--- src/logic/ubr_pkg.sv ---
// ubr_pkg: constants and types for the block read responder
// assumes a 50 MHz system clock and a byte-level uart below this block
package ubr_pkg;
	localparam logic [7:0] HEADER_BYTE    = 8'h7d; // 0111_1101
	localparam logic [7:0] OPCODE_BLOCK   = 8'h03; // fixed-list block read
	localparam logic [7:0] FRAME_CHECKSUM_CONST    = 8'h33;
	localparam logic [7:0] START_HI_MASK  = 8'he0; // bits 7:5 zero; start numbers reach 24 and beyond
	localparam logic [4:0] LAST_ITEM      = 5'h18; // item 24
	localparam int         ITEM_COUNT     = 25;
	localparam int         CLK_HZ         = 50000000;
	localparam int         GAP_MS         = 20;
	localparam int         GAP_CYCLES     = (CLK_HZ / 1000) * GAP_MS;

	// frame position, receive states then reply states
	typedef enum logic [2:0] {
		UBR_IDLE    = 3'b000,
		UBR_OPCODE  = 3'b001,
		UBR_START   = 3'b010,
		UBR_FRAME_CHECKSUM   = 3'b011,
		UBR_REPLY   = 3'b100,
		UBR_SUMOUT  = 3'b101
	} ubr_state_e;

	// checksum helper: 0x33 plus inverse of the running sum, mod 256
	function automatic logic [7:0] ubr_frame_checksum(input logic [7:0] sum);
		ubr_frame_checksum = 8'(FRAME_CHECKSUM_CONST + ~sum);
	endfunction
endpackage

--- src/logic/ubr_byte_if.sv ---
// ubr_byte_if: item number and word between the responder and its item selector
// assumes one clock domain; item number out, 32-bit word back in the same cycle
`timescale 1ns/1ns
interface ubr_byte_if;
	logic [4:0]  item;
	logic [31:0] word;
	modport ctl (output item, input word);
	modport sel (input item, output word);
endinterface

--- src/logic/ubr_gap_timer.sv ---
// ubr_gap_timer: counts cycles since the last received byte
// assumes restart is a one-cycle pulse from the same clock
`timescale 1ns/1ns
module ubr_gap_timer #(
	parameter int GAP_CYCLES = ubr_pkg::GAP_CYCLES
) (
	input  wire logic MCLK,
	input  wire logic RSTN,
	input  wire logic run,
	input  wire logic restart,
	output logic      expired
);
	typedef struct packed {
		logic [23:0] cnt;
		logic        expired;
	} ubr_gap_s;
	ubr_gap_s st;
	ubr_gap_s next_st;

	// expiry is one pulse once the gap exceeds the limit
	always_comb begin
		next_st = st;
		next_st.expired = 1'b0;
		if (!run || restart) begin
			next_st.cnt = '0;
		end else if (st.cnt == 24'(GAP_CYCLES)) begin
			next_st.expired = 1'b1; // [RULE_16]
			next_st.cnt = '0;
		end else begin
			next_st.cnt = 24'(st.cnt + 24'h1);
		end
	end

	always_ff @(posedge MCLK or negedge RSTN) begin
		if (!RSTN) begin
			st <= '0;
		end else begin
			st <= next_st;
		end
	end
	assign expired = st.expired;
endmodule

--- src/logic/ubr_item_mux.sv ---
// ubr_item_mux: maps a fixed-list item number to its 32-bit source
// assumes the measurement words arrive flattened, item 0 in the low bits
`timescale 1ns/1ns
module ubr_item_mux (
	input  wire logic [32*ubr_pkg::ITEM_COUNT-1:0] meas_words,
	ubr_byte_if.sel                                bus
);
	// items 0..24 in fixed order; items past 24 clamp to the last
	always_comb begin
		if (bus.item > ubr_pkg::LAST_ITEM) begin
			bus.word = meas_words[32*ubr_pkg::LAST_ITEM +: 32];
		end else begin
			bus.word = meas_words[32*bus.item +: 32]; // [RULE_07] [RULE_08] [RULE_09] [RULE_10] [RULE_11] [RULE_12]
		end
	end
endmodule

--- src/logic/ubr_responder.sv ---
// ubr_responder: serves the fixed-list block read command frame
// assumes a byte uart below: RX bytes with parity flag, TX bytes with ready
// Function
// (RULE_01) frame starts header 0x7d, opcode 0x03
// (RULE_02) third byte start number, upper bits zero
// (RULE_03) command checksum 0x33 plus inverted sum
// (RULE_04) items sent four bytes, LSB first, ascending
// (RULE_05) reply checksum covers data, opcode, start
// (RULE_06) start 24 or more: one item only
// (RULE_07) items 0-8: active, reactive, apparent power
// (RULE_08) items 9-14: RMS voltages then currents
// (RULE_09) items 15-17: phase frequencies
// (RULE_10) items 18-22: voltage and current angles
// (RULE_11) item 23: chip status word
// (RULE_12) item 24: baud measure count
// (RULE_13) below 24: send start through item 24
// (RULE_14) checksum arithmetic modulo 256
// (RULE_15) single-phase mode: reply end triggers measurement
// (RULE_16) byte gap over 20 ms aborts, flags error
// (RULE_17) parity or checksum fault aborts, flags error
// (RULE_18) header fault aborts without error flag
`timescale 1ns/1ns
module ubr_responder #(
	parameter int GAP_CYCLES = ubr_pkg::GAP_CYCLES
) (
	input  wire logic                              MCLK,
	input  wire logic                              RSTN,
	input  wire logic [7:0]                        RX_BYTE,
	input  wire logic                              RX_VALID,
	input  wire logic                              RX_PARITY_ERR,
	output logic [7:0]                             TX_BYTE,
	output logic                                   TX_VALID,
	input  wire logic                              TX_READY,
	input  wire logic [32*ubr_pkg::ITEM_COUNT-1:0] MEAS_WORDS,
	input  wire logic                              SINGLE_PHASE_MODE,
	output logic                                   SINGLE_MEAS_START,
	output logic                                   LINK_ERR,
	input  wire logic                              LINK_ERR_CLR,
	output logic                                   BUSY
);
	typedef struct packed {
		ubr_pkg::ubr_state_e state;
		logic [7:0]          opcode_byte;
		logic [7:0]          start_number_byte;
		logic [7:0]          sum;
		logic [4:0]          item;
		logic [1:0]          lane;
		logic [7:0]          tx_byte;
		logic                tx_valid;
		logic                single_meas;
		logic                link_err;
		logic                busy;
	} ubr_state_s;
	ubr_state_s st;
	ubr_state_s next_st;

	ubr_byte_if sel_bus ();
	logic       gap_expired;
	logic       receiving;
	logic [7:0] cur_byte;

	ubr_item_mux u_mux (
		.meas_words (MEAS_WORDS),
		.bus        (sel_bus)
	);

	// timer only runs mid-frame, so an idle line never raises an error
	assign receiving = (st.state == ubr_pkg::UBR_OPCODE) || (st.state == ubr_pkg::UBR_START)
	                   || (st.state == ubr_pkg::UBR_FRAME_CHECKSUM);
	ubr_gap_timer #(.GAP_CYCLES(GAP_CYCLES)) u_gap (
		.MCLK    (MCLK),
		.RSTN    (RSTN),
		.run     (receiving),
		.restart (RX_VALID),
		.expired (gap_expired)
	);

	assign sel_bus.item = st.item;
	// byte lane of the current item, least significant first
	assign cur_byte = sel_bus.word[8*st.lane +: 8]; // [RULE_04]

	// frame sequencing and reply generation
	always_comb begin
		next_st = st;
		next_st.single_meas = 1'b0;
		if (LINK_ERR_CLR) begin
			next_st.link_err = 1'b0;
		end
		case (st.state)
			ubr_pkg::UBR_IDLE: begin
				// non-header bytes are dropped silently unless they carry a parity error
				if (RX_VALID && !RX_PARITY_ERR && RX_BYTE == ubr_pkg::HEADER_BYTE) begin
					next_st.state = ubr_pkg::UBR_OPCODE; // [RULE_01] [RULE_18]
				end else if (RX_VALID && RX_PARITY_ERR) begin
					next_st.link_err = 1'b1; // [RULE_17]
				end
			end
			ubr_pkg::UBR_OPCODE: begin
				if (gap_expired) begin
					next_st.state = ubr_pkg::UBR_IDLE;
					next_st.link_err = 1'b1; // [RULE_16]
				end else if (RX_VALID && RX_PARITY_ERR) begin
					next_st.state = ubr_pkg::UBR_IDLE;
					next_st.link_err = 1'b1; // [RULE_17]
				end else if (RX_VALID && RX_BYTE == ubr_pkg::OPCODE_BLOCK) begin
					next_st.opcode_byte = RX_BYTE; // [RULE_01]
					next_st.state = ubr_pkg::UBR_START;
				end else if (RX_VALID) begin
					// other opcodes belong to other handlers; quit quietly
					next_st.state = ubr_pkg::UBR_IDLE;
				end
			end
			ubr_pkg::UBR_START: begin
				if (gap_expired) begin
					next_st.state = ubr_pkg::UBR_IDLE;
					next_st.link_err = 1'b1; // [RULE_16]
				end else if (RX_VALID && RX_PARITY_ERR) begin
					next_st.state = ubr_pkg::UBR_IDLE;
					next_st.link_err = 1'b1; // [RULE_17]
				end else if (RX_VALID) begin
					next_st.start_number_byte = RX_BYTE; // [RULE_02]
					next_st.state = ubr_pkg::UBR_FRAME_CHECKSUM;
				end
			end
			ubr_pkg::UBR_FRAME_CHECKSUM: begin
				if (gap_expired) begin
					next_st.state = ubr_pkg::UBR_IDLE;
					next_st.link_err = 1'b1; // [RULE_16]
				end else if (RX_VALID && (RX_PARITY_ERR
				         || RX_BYTE != ubr_pkg::ubr_frame_checksum(8'(st.opcode_byte + st.start_number_byte)))) begin
					next_st.state = ubr_pkg::UBR_IDLE;
					next_st.link_err = 1'b1; // [RULE_03] [RULE_17]
				end else if (RX_VALID && (st.start_number_byte & ubr_pkg::START_HI_MASK) != 8'h00) begin
					// nonzero upper bits are malformed; drop without reply
					next_st.state = ubr_pkg::UBR_IDLE; // [RULE_02]
				end else if (RX_VALID) begin
					next_st.sum = 8'(st.opcode_byte + st.start_number_byte); // [RULE_14]
					next_st.item = (st.start_number_byte[4:0] > ubr_pkg::LAST_ITEM)
					               ? ubr_pkg::LAST_ITEM : st.start_number_byte[4:0]; // [RULE_06]
					next_st.lane = 2'h0;
					next_st.state = ubr_pkg::UBR_REPLY;
				end
			end
			ubr_pkg::UBR_REPLY: begin
				// load a byte whenever the output slot is empty or consumed
				if (!st.tx_valid || TX_READY) begin
					next_st.tx_byte = cur_byte;
					next_st.tx_valid = 1'b1;
					next_st.sum = 8'(st.sum + cur_byte); // [RULE_05] [RULE_14]
					next_st.lane = 2'(st.lane + 2'h1);
					if (st.lane == 2'h3) begin
						if (st.item == ubr_pkg::LAST_ITEM) begin
							next_st.state = ubr_pkg::UBR_SUMOUT; // [RULE_13] [RULE_06]
						end else begin
							next_st.item = 5'(st.item + 5'h1); // [RULE_04] [RULE_13]
						end
					end
				end
			end
			ubr_pkg::UBR_SUMOUT: begin
				if (TX_READY) begin
					next_st.tx_byte = ubr_pkg::ubr_frame_checksum(st.sum); // [RULE_05]
					next_st.state = ubr_pkg::UBR_IDLE;
					next_st.single_meas = SINGLE_PHASE_MODE; // [RULE_15]
				end
			end
			default: begin
				next_st.state = ubr_pkg::UBR_IDLE;
			end
		endcase
		// the checksum byte may still wait while the next frame arrives;
		// drop valid once it is consumed, whatever the receive state
		if (st.state != ubr_pkg::UBR_REPLY && st.state != ubr_pkg::UBR_SUMOUT && st.tx_valid && TX_READY) begin
			next_st.tx_valid = 1'b0;
		end
		// busy is registered so the pin comes straight from a flop
		next_st.busy = (next_st.state != ubr_pkg::UBR_IDLE) || next_st.tx_valid;
	end

	always_ff @(posedge MCLK or negedge RSTN) begin
		if (!RSTN) begin
			st <= '0;
		end else begin
			st <= next_st;
		end
	end

	assign TX_BYTE = st.tx_byte;
	assign TX_VALID = st.tx_valid;
	assign SINGLE_MEAS_START = st.single_meas;
	assign LINK_ERR = st.link_err;
	assign BUSY = st.busy;

	// a header accepted in idle moves straight to opcode wait
	property p_header_accept;
		@(posedge MCLK) disable iff (!RSTN)
		(st.state == ubr_pkg::UBR_IDLE && RX_VALID && !RX_PARITY_ERR && RX_BYTE == 8'h7d)
		|=> (st.state == ubr_pkg::UBR_OPCODE);
	endproperty
	a_header_accept: assert property (p_header_accept) else $error("header not accepted"); // [RULE_01]

	property p_bad_header_quiet;
		@(posedge MCLK) disable iff (!RSTN)
		(st.state == ubr_pkg::UBR_IDLE && RX_VALID && !RX_PARITY_ERR && RX_BYTE != 8'h7d && !LINK_ERR)
		|=> !LINK_ERR;
	endproperty
	a_bad_header_quiet: assert property (p_bad_header_quiet) else $error("header fault set error"); // [RULE_18]

	property p_parity_err;
		@(posedge MCLK) disable iff (!RSTN)
		(RX_VALID && RX_PARITY_ERR && receiving) |=> (LINK_ERR && st.state == ubr_pkg::UBR_IDLE);
	endproperty
	a_parity_err: assert property (p_parity_err) else $error("parity fault not flagged"); // [RULE_17]

	property p_frame_checksum_err;
		@(posedge MCLK) disable iff (!RSTN)
		(st.state == ubr_pkg::UBR_FRAME_CHECKSUM && RX_VALID && !gap_expired
		 && RX_BYTE != 8'(8'h33 + ~8'(st.opcode_byte + st.start_number_byte))) |=> LINK_ERR;
	endproperty
	a_frame_checksum_err: assert property (p_frame_checksum_err) else $error("checksum fault not flagged"); // [RULE_03]

	property p_gap_err;
		@(posedge MCLK) disable iff (!RSTN)
		(receiving && gap_expired) |=> (LINK_ERR && st.state == ubr_pkg::UBR_IDLE);
	endproperty
	a_gap_err: assert property (p_gap_err) else $error("gap timeout not flagged"); // [RULE_16]

	property p_reply_start;
		@(posedge MCLK) disable iff (!RSTN)
		(st.state == ubr_pkg::UBR_REPLY && st.lane == 2'h0 && !st.tx_valid)
		|=> (TX_VALID && TX_BYTE == $past(sel_bus.word[7:0]));
	endproperty
	a_reply_start: assert property (p_reply_start) else $error("first reply byte not item low byte"); // [RULE_04]

	property p_item_cap;
		@(posedge MCLK) disable iff (!RSTN)
		(st.state == ubr_pkg::UBR_REPLY) |-> (st.item <= 5'h18);
	endproperty
	a_item_cap: assert property (p_item_cap) else $error("item beyond last"); // [RULE_06]

	property p_last_to_sum;
		@(posedge MCLK) disable iff (!RSTN)
		(st.state == ubr_pkg::UBR_REPLY && st.item == 5'h18 && st.lane == 2'h3 && (!st.tx_valid || TX_READY))
		|=> (st.state == ubr_pkg::UBR_SUMOUT);
	endproperty
	a_last_to_sum: assert property (p_last_to_sum) else $error("reply did not end at item 24"); // [RULE_13]

	property p_single_meas;
		@(posedge MCLK) disable iff (!RSTN)
		(st.state == ubr_pkg::UBR_SUMOUT && TX_READY && SINGLE_PHASE_MODE) |=> SINGLE_MEAS_START ##1 !SINGLE_MEAS_START;
	endproperty
	a_single_meas: assert property (p_single_meas) else $error("single-phase trigger missing"); // [RULE_15]

	// three-phase mode must never fire the measurement trigger
	property p_no_meas;
		@(posedge MCLK) disable iff (!RSTN)
		(st.state == ubr_pkg::UBR_SUMOUT && TX_READY && !SINGLE_PHASE_MODE) |=> !SINGLE_MEAS_START;
	endproperty
	a_no_meas: assert property (p_no_meas) else $error("trigger in three-phase mode"); // [RULE_15]

	// a wrong opcode abandons the frame without raising the flag
	property p_opcode_reject;
		@(posedge MCLK) disable iff (!RSTN)
		(st.state == ubr_pkg::UBR_OPCODE && RX_VALID && !RX_PARITY_ERR && !gap_expired
		 && RX_BYTE != 8'h03 && !LINK_ERR)
		|=> (st.state == ubr_pkg::UBR_IDLE && !LINK_ERR);
	endproperty
	a_opcode_reject: assert property (p_opcode_reject) else $error("wrong opcode not dropped"); // [RULE_01]

	// the start byte is kept as received
	property p_start_capture;
		@(posedge MCLK) disable iff (!RSTN)
		(st.state == ubr_pkg::UBR_START && RX_VALID && !RX_PARITY_ERR && !gap_expired)
		|=> (st.state == ubr_pkg::UBR_FRAME_CHECKSUM && st.start_number_byte == $past(RX_BYTE));
	endproperty
	a_start_capture: assert property (p_start_capture) else $error("start number not captured"); // [RULE_02]

	// nonzero upper start bits give no reply
	property p_upper_drop;
		@(posedge MCLK) disable iff (!RSTN)
		(st.state == ubr_pkg::UBR_FRAME_CHECKSUM && RX_VALID && !RX_PARITY_ERR && !gap_expired
		 && RX_BYTE == 8'(8'h33 + ~8'(st.opcode_byte + st.start_number_byte))
		 && st.start_number_byte[7:5] != 3'h0)
		|=> (st.state == ubr_pkg::UBR_IDLE);
	endproperty
	a_upper_drop: assert property (p_upper_drop) else $error("malformed start answered"); // [RULE_02]

	// a good frame starts the reply at the requested item
	property p_first_item;
		@(posedge MCLK) disable iff (!RSTN)
		(st.state == ubr_pkg::UBR_FRAME_CHECKSUM && RX_VALID && !RX_PARITY_ERR && !gap_expired
		 && RX_BYTE == 8'(8'h33 + ~8'(st.opcode_byte + st.start_number_byte))
		 && st.start_number_byte[7:5] == 3'h0 && st.start_number_byte[4:0] < 5'h18)
		|=> (st.state == ubr_pkg::UBR_REPLY && st.item == $past(st.start_number_byte[4:0]) && st.lane == 2'h0);
	endproperty
	a_first_item: assert property (p_first_item) else $error("reply not at start item"); // [RULE_13]

	// start 24 or more answers with item 24 alone
	property p_short_reply;
		@(posedge MCLK) disable iff (!RSTN)
		(st.state == ubr_pkg::UBR_FRAME_CHECKSUM && RX_VALID && !RX_PARITY_ERR && !gap_expired
		 && RX_BYTE == 8'(8'h33 + ~8'(st.opcode_byte + st.start_number_byte))
		 && st.start_number_byte[7:5] == 3'h0 && st.start_number_byte[4:0] >= 5'h18)
		|=> (st.state == ubr_pkg::UBR_REPLY && st.item == 5'h18 && st.lane == 2'h0);
	endproperty
	a_short_reply: assert property (p_short_reply) else $error("short reply not at item 24"); // [RULE_06]

	// each loaded byte is the current lane, lanes step upward
	property p_lane_step;
		@(posedge MCLK) disable iff (!RSTN)
		(st.state == ubr_pkg::UBR_REPLY && (!st.tx_valid || TX_READY))
		|=> (TX_VALID && TX_BYTE == $past(cur_byte) && st.lane == 2'($past(st.lane) + 2'h1));
	endproperty
	a_lane_step: assert property (p_lane_step) else $error("reply byte order broken"); // [RULE_04]

	// closing byte is the constant plus the inverted running sum
	property p_sum_byte;
		@(posedge MCLK) disable iff (!RSTN)
		(st.state == ubr_pkg::UBR_SUMOUT && TX_READY)
		|=> (TX_VALID && TX_BYTE == 8'(8'h33 + ~$past(st.sum)));
	endproperty
	a_sum_byte: assert property (p_sum_byte) else $error("reply checksum wrong"); // [RULE_05]

	// a byte not yet taken stays on the output unchanged
	property p_tx_hold;
		@(posedge MCLK) disable iff (!RSTN)
		(TX_VALID && !TX_READY) |=> (TX_VALID && $stable(TX_BYTE));
	endproperty
	a_tx_hold: assert property (p_tx_hold) else $error("reply byte lost before taken"); // [RULE_04]

	// with no competing set, a clear drops the flag
	property p_err_clear;
		@(posedge MCLK) disable iff (!RSTN)
		(LINK_ERR_CLR && st.state == ubr_pkg::UBR_IDLE && !RX_VALID) |=> !LINK_ERR;
	endproperty
	a_err_clear: assert property (p_err_clear) else $error("error flag not cleared"); // [RULE_17]
endmodule
--- config.mk ---
export PLATFORM = sky130hd
export DESIGN_NAME = ubr_responder
export DESIGN_NICKNAME = d
export VERILOG_FILES = /design/src/logic/ubr_pkg.sv /design/src/logic/ubr_byte_if.sv /design/src/logic/ubr_gap_timer.sv /design/src/logic/ubr_item_mux.sv /design/src/logic/ubr_responder.sv
export SDC_FILE = /design/constraint.sdc
export NUM_CORES = 1
export LEC_CHECK = 0
export ABC_AREA = 1
export BUFFER_PORTS_ARGS = -buffer_cell sky130_fd_sc_hd__buf_4
export CAP_MARGIN = 20
export CORE_AREA = 2 2 323 325
export CTS_CLUSTER_DIAMETER = 150
export CTS_CLUSTER_SIZE = 24
export DETAILED_ROUTE_END_ITERATION = 16
export DIE_AREA = 0 0 325 327
export PLACE_DENSITY = 0.35
export SYNTH_ARGS = -nofsm -noshare
export SYNTH_HDL_FRONTEND = slang
export SYNTH_SLANG_ARGS = --single-unit
--- constraint.sdc ---
create_clock -name MCLK -period 4.45 [get_ports MCLK]
set_clock_uncertainty 0.15 [all_clocks]
set_input_delay 0.89 -clock MCLK [delete_from_list [all_inputs] [get_ports MCLK]]
set_output_delay 0.89 -clock MCLK [all_outputs]
set_load 0.02 [all_outputs]
==> results of run 1 <==
-- worst min-delay path by stage --
| stage | start | endpoint | cells past startpoint |
|---|---|---|---|
| 6_report | u_gap.st[1]$_DFF_PN0_ | u_gap.st[1]$_DFF_PN0_ | 1 |
| 5_1_grt | u_gap.st[1]$_DFF_PN0_ | u_gap.st[1]$_DFF_PN0_ | 1 |
| 4_1_cts | u_gap.st[1]$_DFF_PN0_ | u_gap.st[1]$_DFF_PN0_ | 1 |
| 3_5_place_dp | u_gap.st[1]$_DFF_PN0_ | u_gap.st[1]$_DFF_PN0_ | 1 |
| 3_3_place_gp | u_gap.st[1]$_DFF_PN0_ | u_gap.st[1]$_DFF_PN0_ | 1 |
| 2_1_floorplan | u_gap.st[1]$_DFF_PN0_ | u_gap.st[1]$_DFF_PN0_ | 1 |
-- power by group through the flow --
stage               sequential [mW]  clock [mW]  combinational, mW
floorplan                     0.812           0               3.77
global placement              0.866           0               6.89
detailed placement            0.865           0               6.81
CTS                           0.855       0.858               6.84
global route                  0.878       0.889               7.50
finish                        0.863       0.831               6.92
-- repair_timing --
action	in CTS	in global routing
gates cloned	0	2
buffers inserted	0	0
endpoints found under the setup margin	1	3
gates resized for setup	1	12
pin swaps	0	1
-- cell type report --
class | count | area [um2] | share of cell area
clock inverters | 6 | 93.8 | 0.00464
repair buffers | 911 | 7040 | 0.349
clock buffers | 10 | 239 | 0.0118
well taps | 1380 | 1730 | 0.0855
multi-input cells | 1723 | 8910 | 0.441
flip-flops and latches | 71 | 1790 | 0.0886
inverters | 94 | 373 | 0.0185
diodes | 13 | 32.5 | 0.00161
-- placed cells by master, fill, tap and decap left out, types with 16 or more instances in the layout --
cell type / Yosys / final
buf_4: 24 / 896
nor2_1: 468 / 468
o21ai_0: 406 / 402
nand2_1: 222 / 221
nand3_1: 147 / 146
a21oi_1: 94 / 92
o22ai_1: 85 / 84
o221ai_1: 83 / 81
inv_1: 82 / 78
dfrtp_1: 71 / 67
o211ai_1: 46 / 46
ha_1: 21 / 21
nand4_1: 19 / 19
nor3_1: 16 / 16
-- logic make-up after synthesis --
| kind of cell | Yosys count | synth area share |
|---|---|---|
| adder cells (fa/ha/maj) | 23 | 0.0254 |
| buffers and inverters | 278 | 0.105 |
| AND/OR/NAND/NOR | 932 | 0.338 |
| multiplexers | 2 | 0.00189 |
| flip-flops | 71 | 0.149 |
| XOR/XNOR | 17 | 0.0125 |
| AO/OA/AOI/OAI | 749 | 0.368 |
-- per-layer routing --
| metal | global-route usage | vias to the layer above | share of wire |
|---|---|---|---|
| li1 | - | 8797 | - |
| met1 | 0.264 | 9035 | 0.43 |
| met2 | 0.359 | 709 | 0.49 |
| met3 | 0.0389 | 101 | 0.058 |
| met4 | 0.0381 | 28 | 0.016 |
| met5 | 0 | - | 0.0014 |
-- critical path: stages, from the launching register on --
cell,delay (ps)
dfrtp_4,530
clkinv_8,170
buf_12,230
o21ai_0,490
o211ai_1,280
nand3_1,170
nand3_1,210
nand3_1,150
nand3_1,220
and2_1,270
ha_1,340
inv_1,80
nor3_1,200
nand2_1,110
a21o_1,190
nand2_1,70
nand3_1,90
nand3_1,90
nand2_1,50
nand2_1,50
nand2_1,40
-- sequential cells by signal (all words and copies together), names as in the netlist --
| signal | count |
|---|---|
| st | 29 |
| u_gap.st | 24 |
| TX_BYTE | 8 |
| sel_bus.item | 5 |
| BUSY | 1 |
| LINK_ERR | 1 |
| SINGLE_MEAS_START | 1 |
| TX_VALID | 1 |
| u_gap.expired | 1 |
-- per-stage QoR --
step,cell area [um2],hold WS [ps]
6_report,20200,311
5_1_grt,20200,343
4_1_cts,20100,314
3_5_place_dp,19700,306
3_3_place_gp,19700,302
2_1_floorplan,11900,282
==> flow_summary.toml, run 1 <==
[detailed_routing]
finalWirelength_mm = 116
postRouteAntennaNets = 0
via_per_inst = 4.44
vias = 18700
drt_pre_antenna_iters = 5
drc = 0
drt_iter0_markers = 1527
avgRoutedWirePerCell_um = 27.5

[floorplan]
start_util = 0.116
pin_count = 827
fp.dieW_um = 325
core-area_um2 = 103000
core.rowCount = 118
die_h_um = 327
dieArea_um2 = 106000

[power]
switching_power_mw = 5.02
power.internal_mw = 3.60
power.density_nw_per_um2 = 427
clkPwrFrac = 0.096
p_seq_frac = 0.100
ir_drop_mv = 0.194
total_power_mw = 8.62
power_leakage_nw = 9.01
combPwrFrac = 0.803
netSwitchingFraction = 0.583

[timing]
finalWorstSetupSlack_ps = 113
finalCriticalPeriod_ps = 4340
hold_viol_final = 0
rsz0062_at_grt = "true"
timing.fmax_mhz = 231
fin_crit_sh = 0.975
slew_headroom = 0.450
setup_viol = 0
worst_pin_slew_ps = 825
drv_slew = 0
setup_tns_ps = 0

[clock_tree]
cts_tree = "done"
clk_latency_ps = 350
cts_hold_buf = 0
clock_path_buffers = 2
clk_pin_slew_ps = 70
cts_made_buffers = 9
cts_root_buf = "clkbuf_16"
clock-sinks = 71
htree_levels = 3

[yosys]
avgSynthCellArea_um2 = 5.75
yosysTopAreaCell = "o21ai_0"
ys_async_sr_fraction = 1.00
syn_nets = 2910
synth_edf_count = 0
synth-main-ff-cell = "dfrtp_1"
ys_top_cells_by_count = "468 x nor2_1, 406 x o21ai_0, 222 x nand2_1, 147 x nand3_1, 94 x a21oi_1"
synth.top_cell.area_share = 0.171
syn_inst = 2072
synth_seq_area_share = 0.149
synthesis.area_um2 = 11900
synth_cell_types = 55
synth_seq_cells = 71
synthTopCellsByArea = "o21ai_0 17%, dfrtp_1 15%, nor2_1 15%"
synth.most_common_cell = "nor2_1"
ys_warn_count = 0

[setup_path]
cp-endpoint = "st[26]$_DFFE_PN0P_"
crit_path_max_fanout = 88
worstSetupPathType = "flop to flop"
start_kind = "flop"
crit_required_ps = 4550
r2r-start = "sel_bus.item[0]$_DFFE_PN0P_"
worstSetupEndpointType = "flop"
critical_path.startpoint = "sel_bus.item[0]$_DFFE_PN0P_"
reg2reg_setup_slack_ps = 110
r2r_cells = 20
reg2reg_to = "st[26]$_DFFE_PN0P_"
arrival_ps = 4440

[place]
dpl.hpwl_mm = 96.6
dpl_worst_slack_ps = -71.0
gp_congestion = 0.956
dp_cells = 4177
port_buffers = 826

[global_route]
grt_max_degree = 89
antenna_found_initial = 50
grt_pass1_wl_mm = 154
first_global_vias = 18600
grt_util_all_layers = 0.206
grt-ovfl-total = 0

[hold_path]
holdCritPathClass = "flop to flop"

[finish]
final_nets = 3648
final_core_util = 0.196
area_growth_pct = 69.7
nFillCells = 12100
finalNonFillerCells = 4208
drive_above_1_share = 0.354

[flow_run]
maxCapViolations = 0

[outcome]
outcome = "complete, no violations"
No activity file was read; power rests on OpenSTA's default activity.
==> run 2, diff against run 1 <==
- HOLD_SLACK_MARGIN: not set -> 0.12
- MAX_ROUTING_LAYER: not set -> met4
==> run 2 against run 1 <==
  * Via count hardly changed
  * Maximum frequency increased by 3.8%
  * Count of clock-buffer cells in the layout fell by 1
  * Sequential power shrank 0.5%
  * Combinational power increased by 2%
  * Die area unchanged
  * Critical path depth up 3
  * Register-to-register slack better by 160 ps
==> flow_summary.toml, run 2 (same netlist as run 1, synthesis figures left out) <==
[timing]
fin_crit_sh = 0.939
finalCriticalPeriod_ps = 4180
timing.fmax_mhz = 239
setup_viol = 0
worst_pin_slew_ps = 799
drv_slew = 0
setup_tns_ps = 0
slew_headroom = 0.465
rsz0062_at_grt = "false"
hold_viol_final = 0
whs_ps = 314

[finish]
regMostFlops = "st"
final_nets = 3655
area_growth_pct = 70.7
final_common_cell = "buf_4"
final_cell_mix = "896 x buf_4, 468 x nor2_1, 404 x o21ai_0"
drive_above_1_share = 0.355
final_core_util = 0.198
largest_register_ff_count = 29

[clock_tree]
clock_path_buffers = 2
clk_latency_ps = 360
cts_tree = "done"
cts_hold_buf = 0
htree_levels = 3
clk_pin_slew_ps = 70
cts_made_buffers = 9
clock-sinks = 71
cts_root_buf = "clkbuf_16"

[setup_path]
cp_slowest_cell = "dfrtp_4"
start_kind = "flop"
worstSetupPathType = "flop to flop"
max_stage_delay_ps = 550
crit_path_frequent_cell = "nand3_1"
r2r-start = "sel_bus.item[1]$_DFFE_PN0P_"
reg2reg_to = "st[25]$_DFFE_PN0P_"
cp-endpoint = "st[25]$_DFFE_PN0P_"
crit_required_ps = 4550
crit_chain = "inv_6 > buf_12 > buf_12 > o21ai_0 > o221ai_1 > nand3_1 > nand2_1 > nand3_1 > nand3_1 > and2_1 > ha_1 > fa_1 > nand3_1 > and2_1 > nor2_1 > o21a_1 > nor2_1 > inv_1 > a21oi_1 > o21ai_0 > o21ai_0 > nand2_1 > nand2_1"
arrival_ps = 4280
crit_path_max_fanout = 45
critical_path.startpoint = "sel_bus.item[1]$_DFFE_PN0P_"
r2r_cells = 23
worstSetupEndpointType = "flop"
reg2reg_setup_slack_ps = 270

[power]
power.density_nw_per_um2 = 428
ir_drop_mv = 0.228
power_leakage_nw = 9.06

[global_route]
first_global_vias = 18500
antenna_found_initial = 33
grt_util_all_layers = 0.213
grt-ovfl-total = 0
grt_pass1_wl_mm = 155
grt_max_degree = 90

[detailed_routing]
vias = 18700
postRouteAntennaNets = 0
drt_iter0_markers = 1569
avgRoutedWirePerCell_um = 27.7
finalWirelength_mm = 117
drt_pre_antenna_iters = 6
via_per_inst = 4.42
drc = 0

[floorplan]
core.rowCount = 118
start_util = 0.116
core-area_um2 = 103000
die_h_um = 327
pin_count = 827
fp.dieW_um = 325
dieArea_um2 = 106000

[flow_run]
maxCapViolations = 0

[hold_path]
holdCritPathClass = "flop to flop"

[place]
gp_congestion = 1.01
port_buffers = 826
dpl.hpwl_mm = 97.4

[outcome]
outcome = "complete, no violations"
-- run 2: timing repair --
item,in CTS,in global routing
endpoints found under the setup margin,0,3
buffers inserted,0,1
resized for setup,0,10
-- run 2: cell type report --
class	instances	area (um2)
multi-input combinational	1723	8890
clock buffer	9	225
antenna	20	50.0
tap	1380	1730
timing repair buffer	918	7190
fill	12000	82600
clock inverter	7	80.1
inverter	94	373
sequential	71	1790
-- run 2: worst max-delay path, delay by kind of cell, from the launching register on --
family / cells / cell delay [ps]
adder cells (fa/ha/maj): 2 / 440
flip-flops: 1 / 550
buffers and inverters: 4 / 700
AO/OA/AOI/OAI: 6 / 1010
AND/OR/NAND/NOR: 11 / 1170
-- run 2: how the worst min path moves through the flow --
stage	from	end	slack [ps]	depth (start not counted)
after floorplan	u_gap.st[1]$_DFF_PN0_	u_gap.st[1]$_DFF_PN0_	280	1
after global placement	u_gap.st[1]$_DFF_PN0_	u_gap.st[1]$_DFF_PN0_	300	1
after detailed placement	st[38]$_DFFE_PN0P_	st[38]$_DFFE_PN0P_	310	2
after CTS	u_gap.st[1]$_DFF_PN0_	u_gap.st[1]$_DFF_PN0_	320	1
after global routing	u_gap.st[1]$_DFF_PN0_	u_gap.st[1]$_DFF_PN0_	330	1
final	u_gap.st[1]$_DFF_PN0_	u_gap.st[1]$_DFF_PN0_	310	1
-- run 2: per-stage QoR --
stage	cells	instance area (um2)	setup slack [ps]	power (mW)
after floorplan	2072	11900	655	4.58
after global placement	4182	19800	5.92	7.85
after detailed placement	4182	19800	3.55	7.77
after CTS	4198	20100	30.2	8.60
after global routing	4220	20300	3.12	9.35
final	4222	20300	273	8.70
-- run 2: where the power goes --
group | switching [mW] | total (mW) | internal, mW
Clock | 0.339 | 0.780 | 0.441
Combinational | 4.62 | 7.06 | 2.44
Sequential | 0.119 | 0.859 | 0.740
-- run 2: routing by layer --
layer | up-vias | track usage | share of wire
met4 | 0 | 0.0362 | 0.018
met3 | 64 | 0.0325 | 0.053
li1 | 8830 | - | -
met1 | 9054 | 0.268 | 0.44
met5 | - | - | 0
met2 | 725 | 0.362 | 0.49
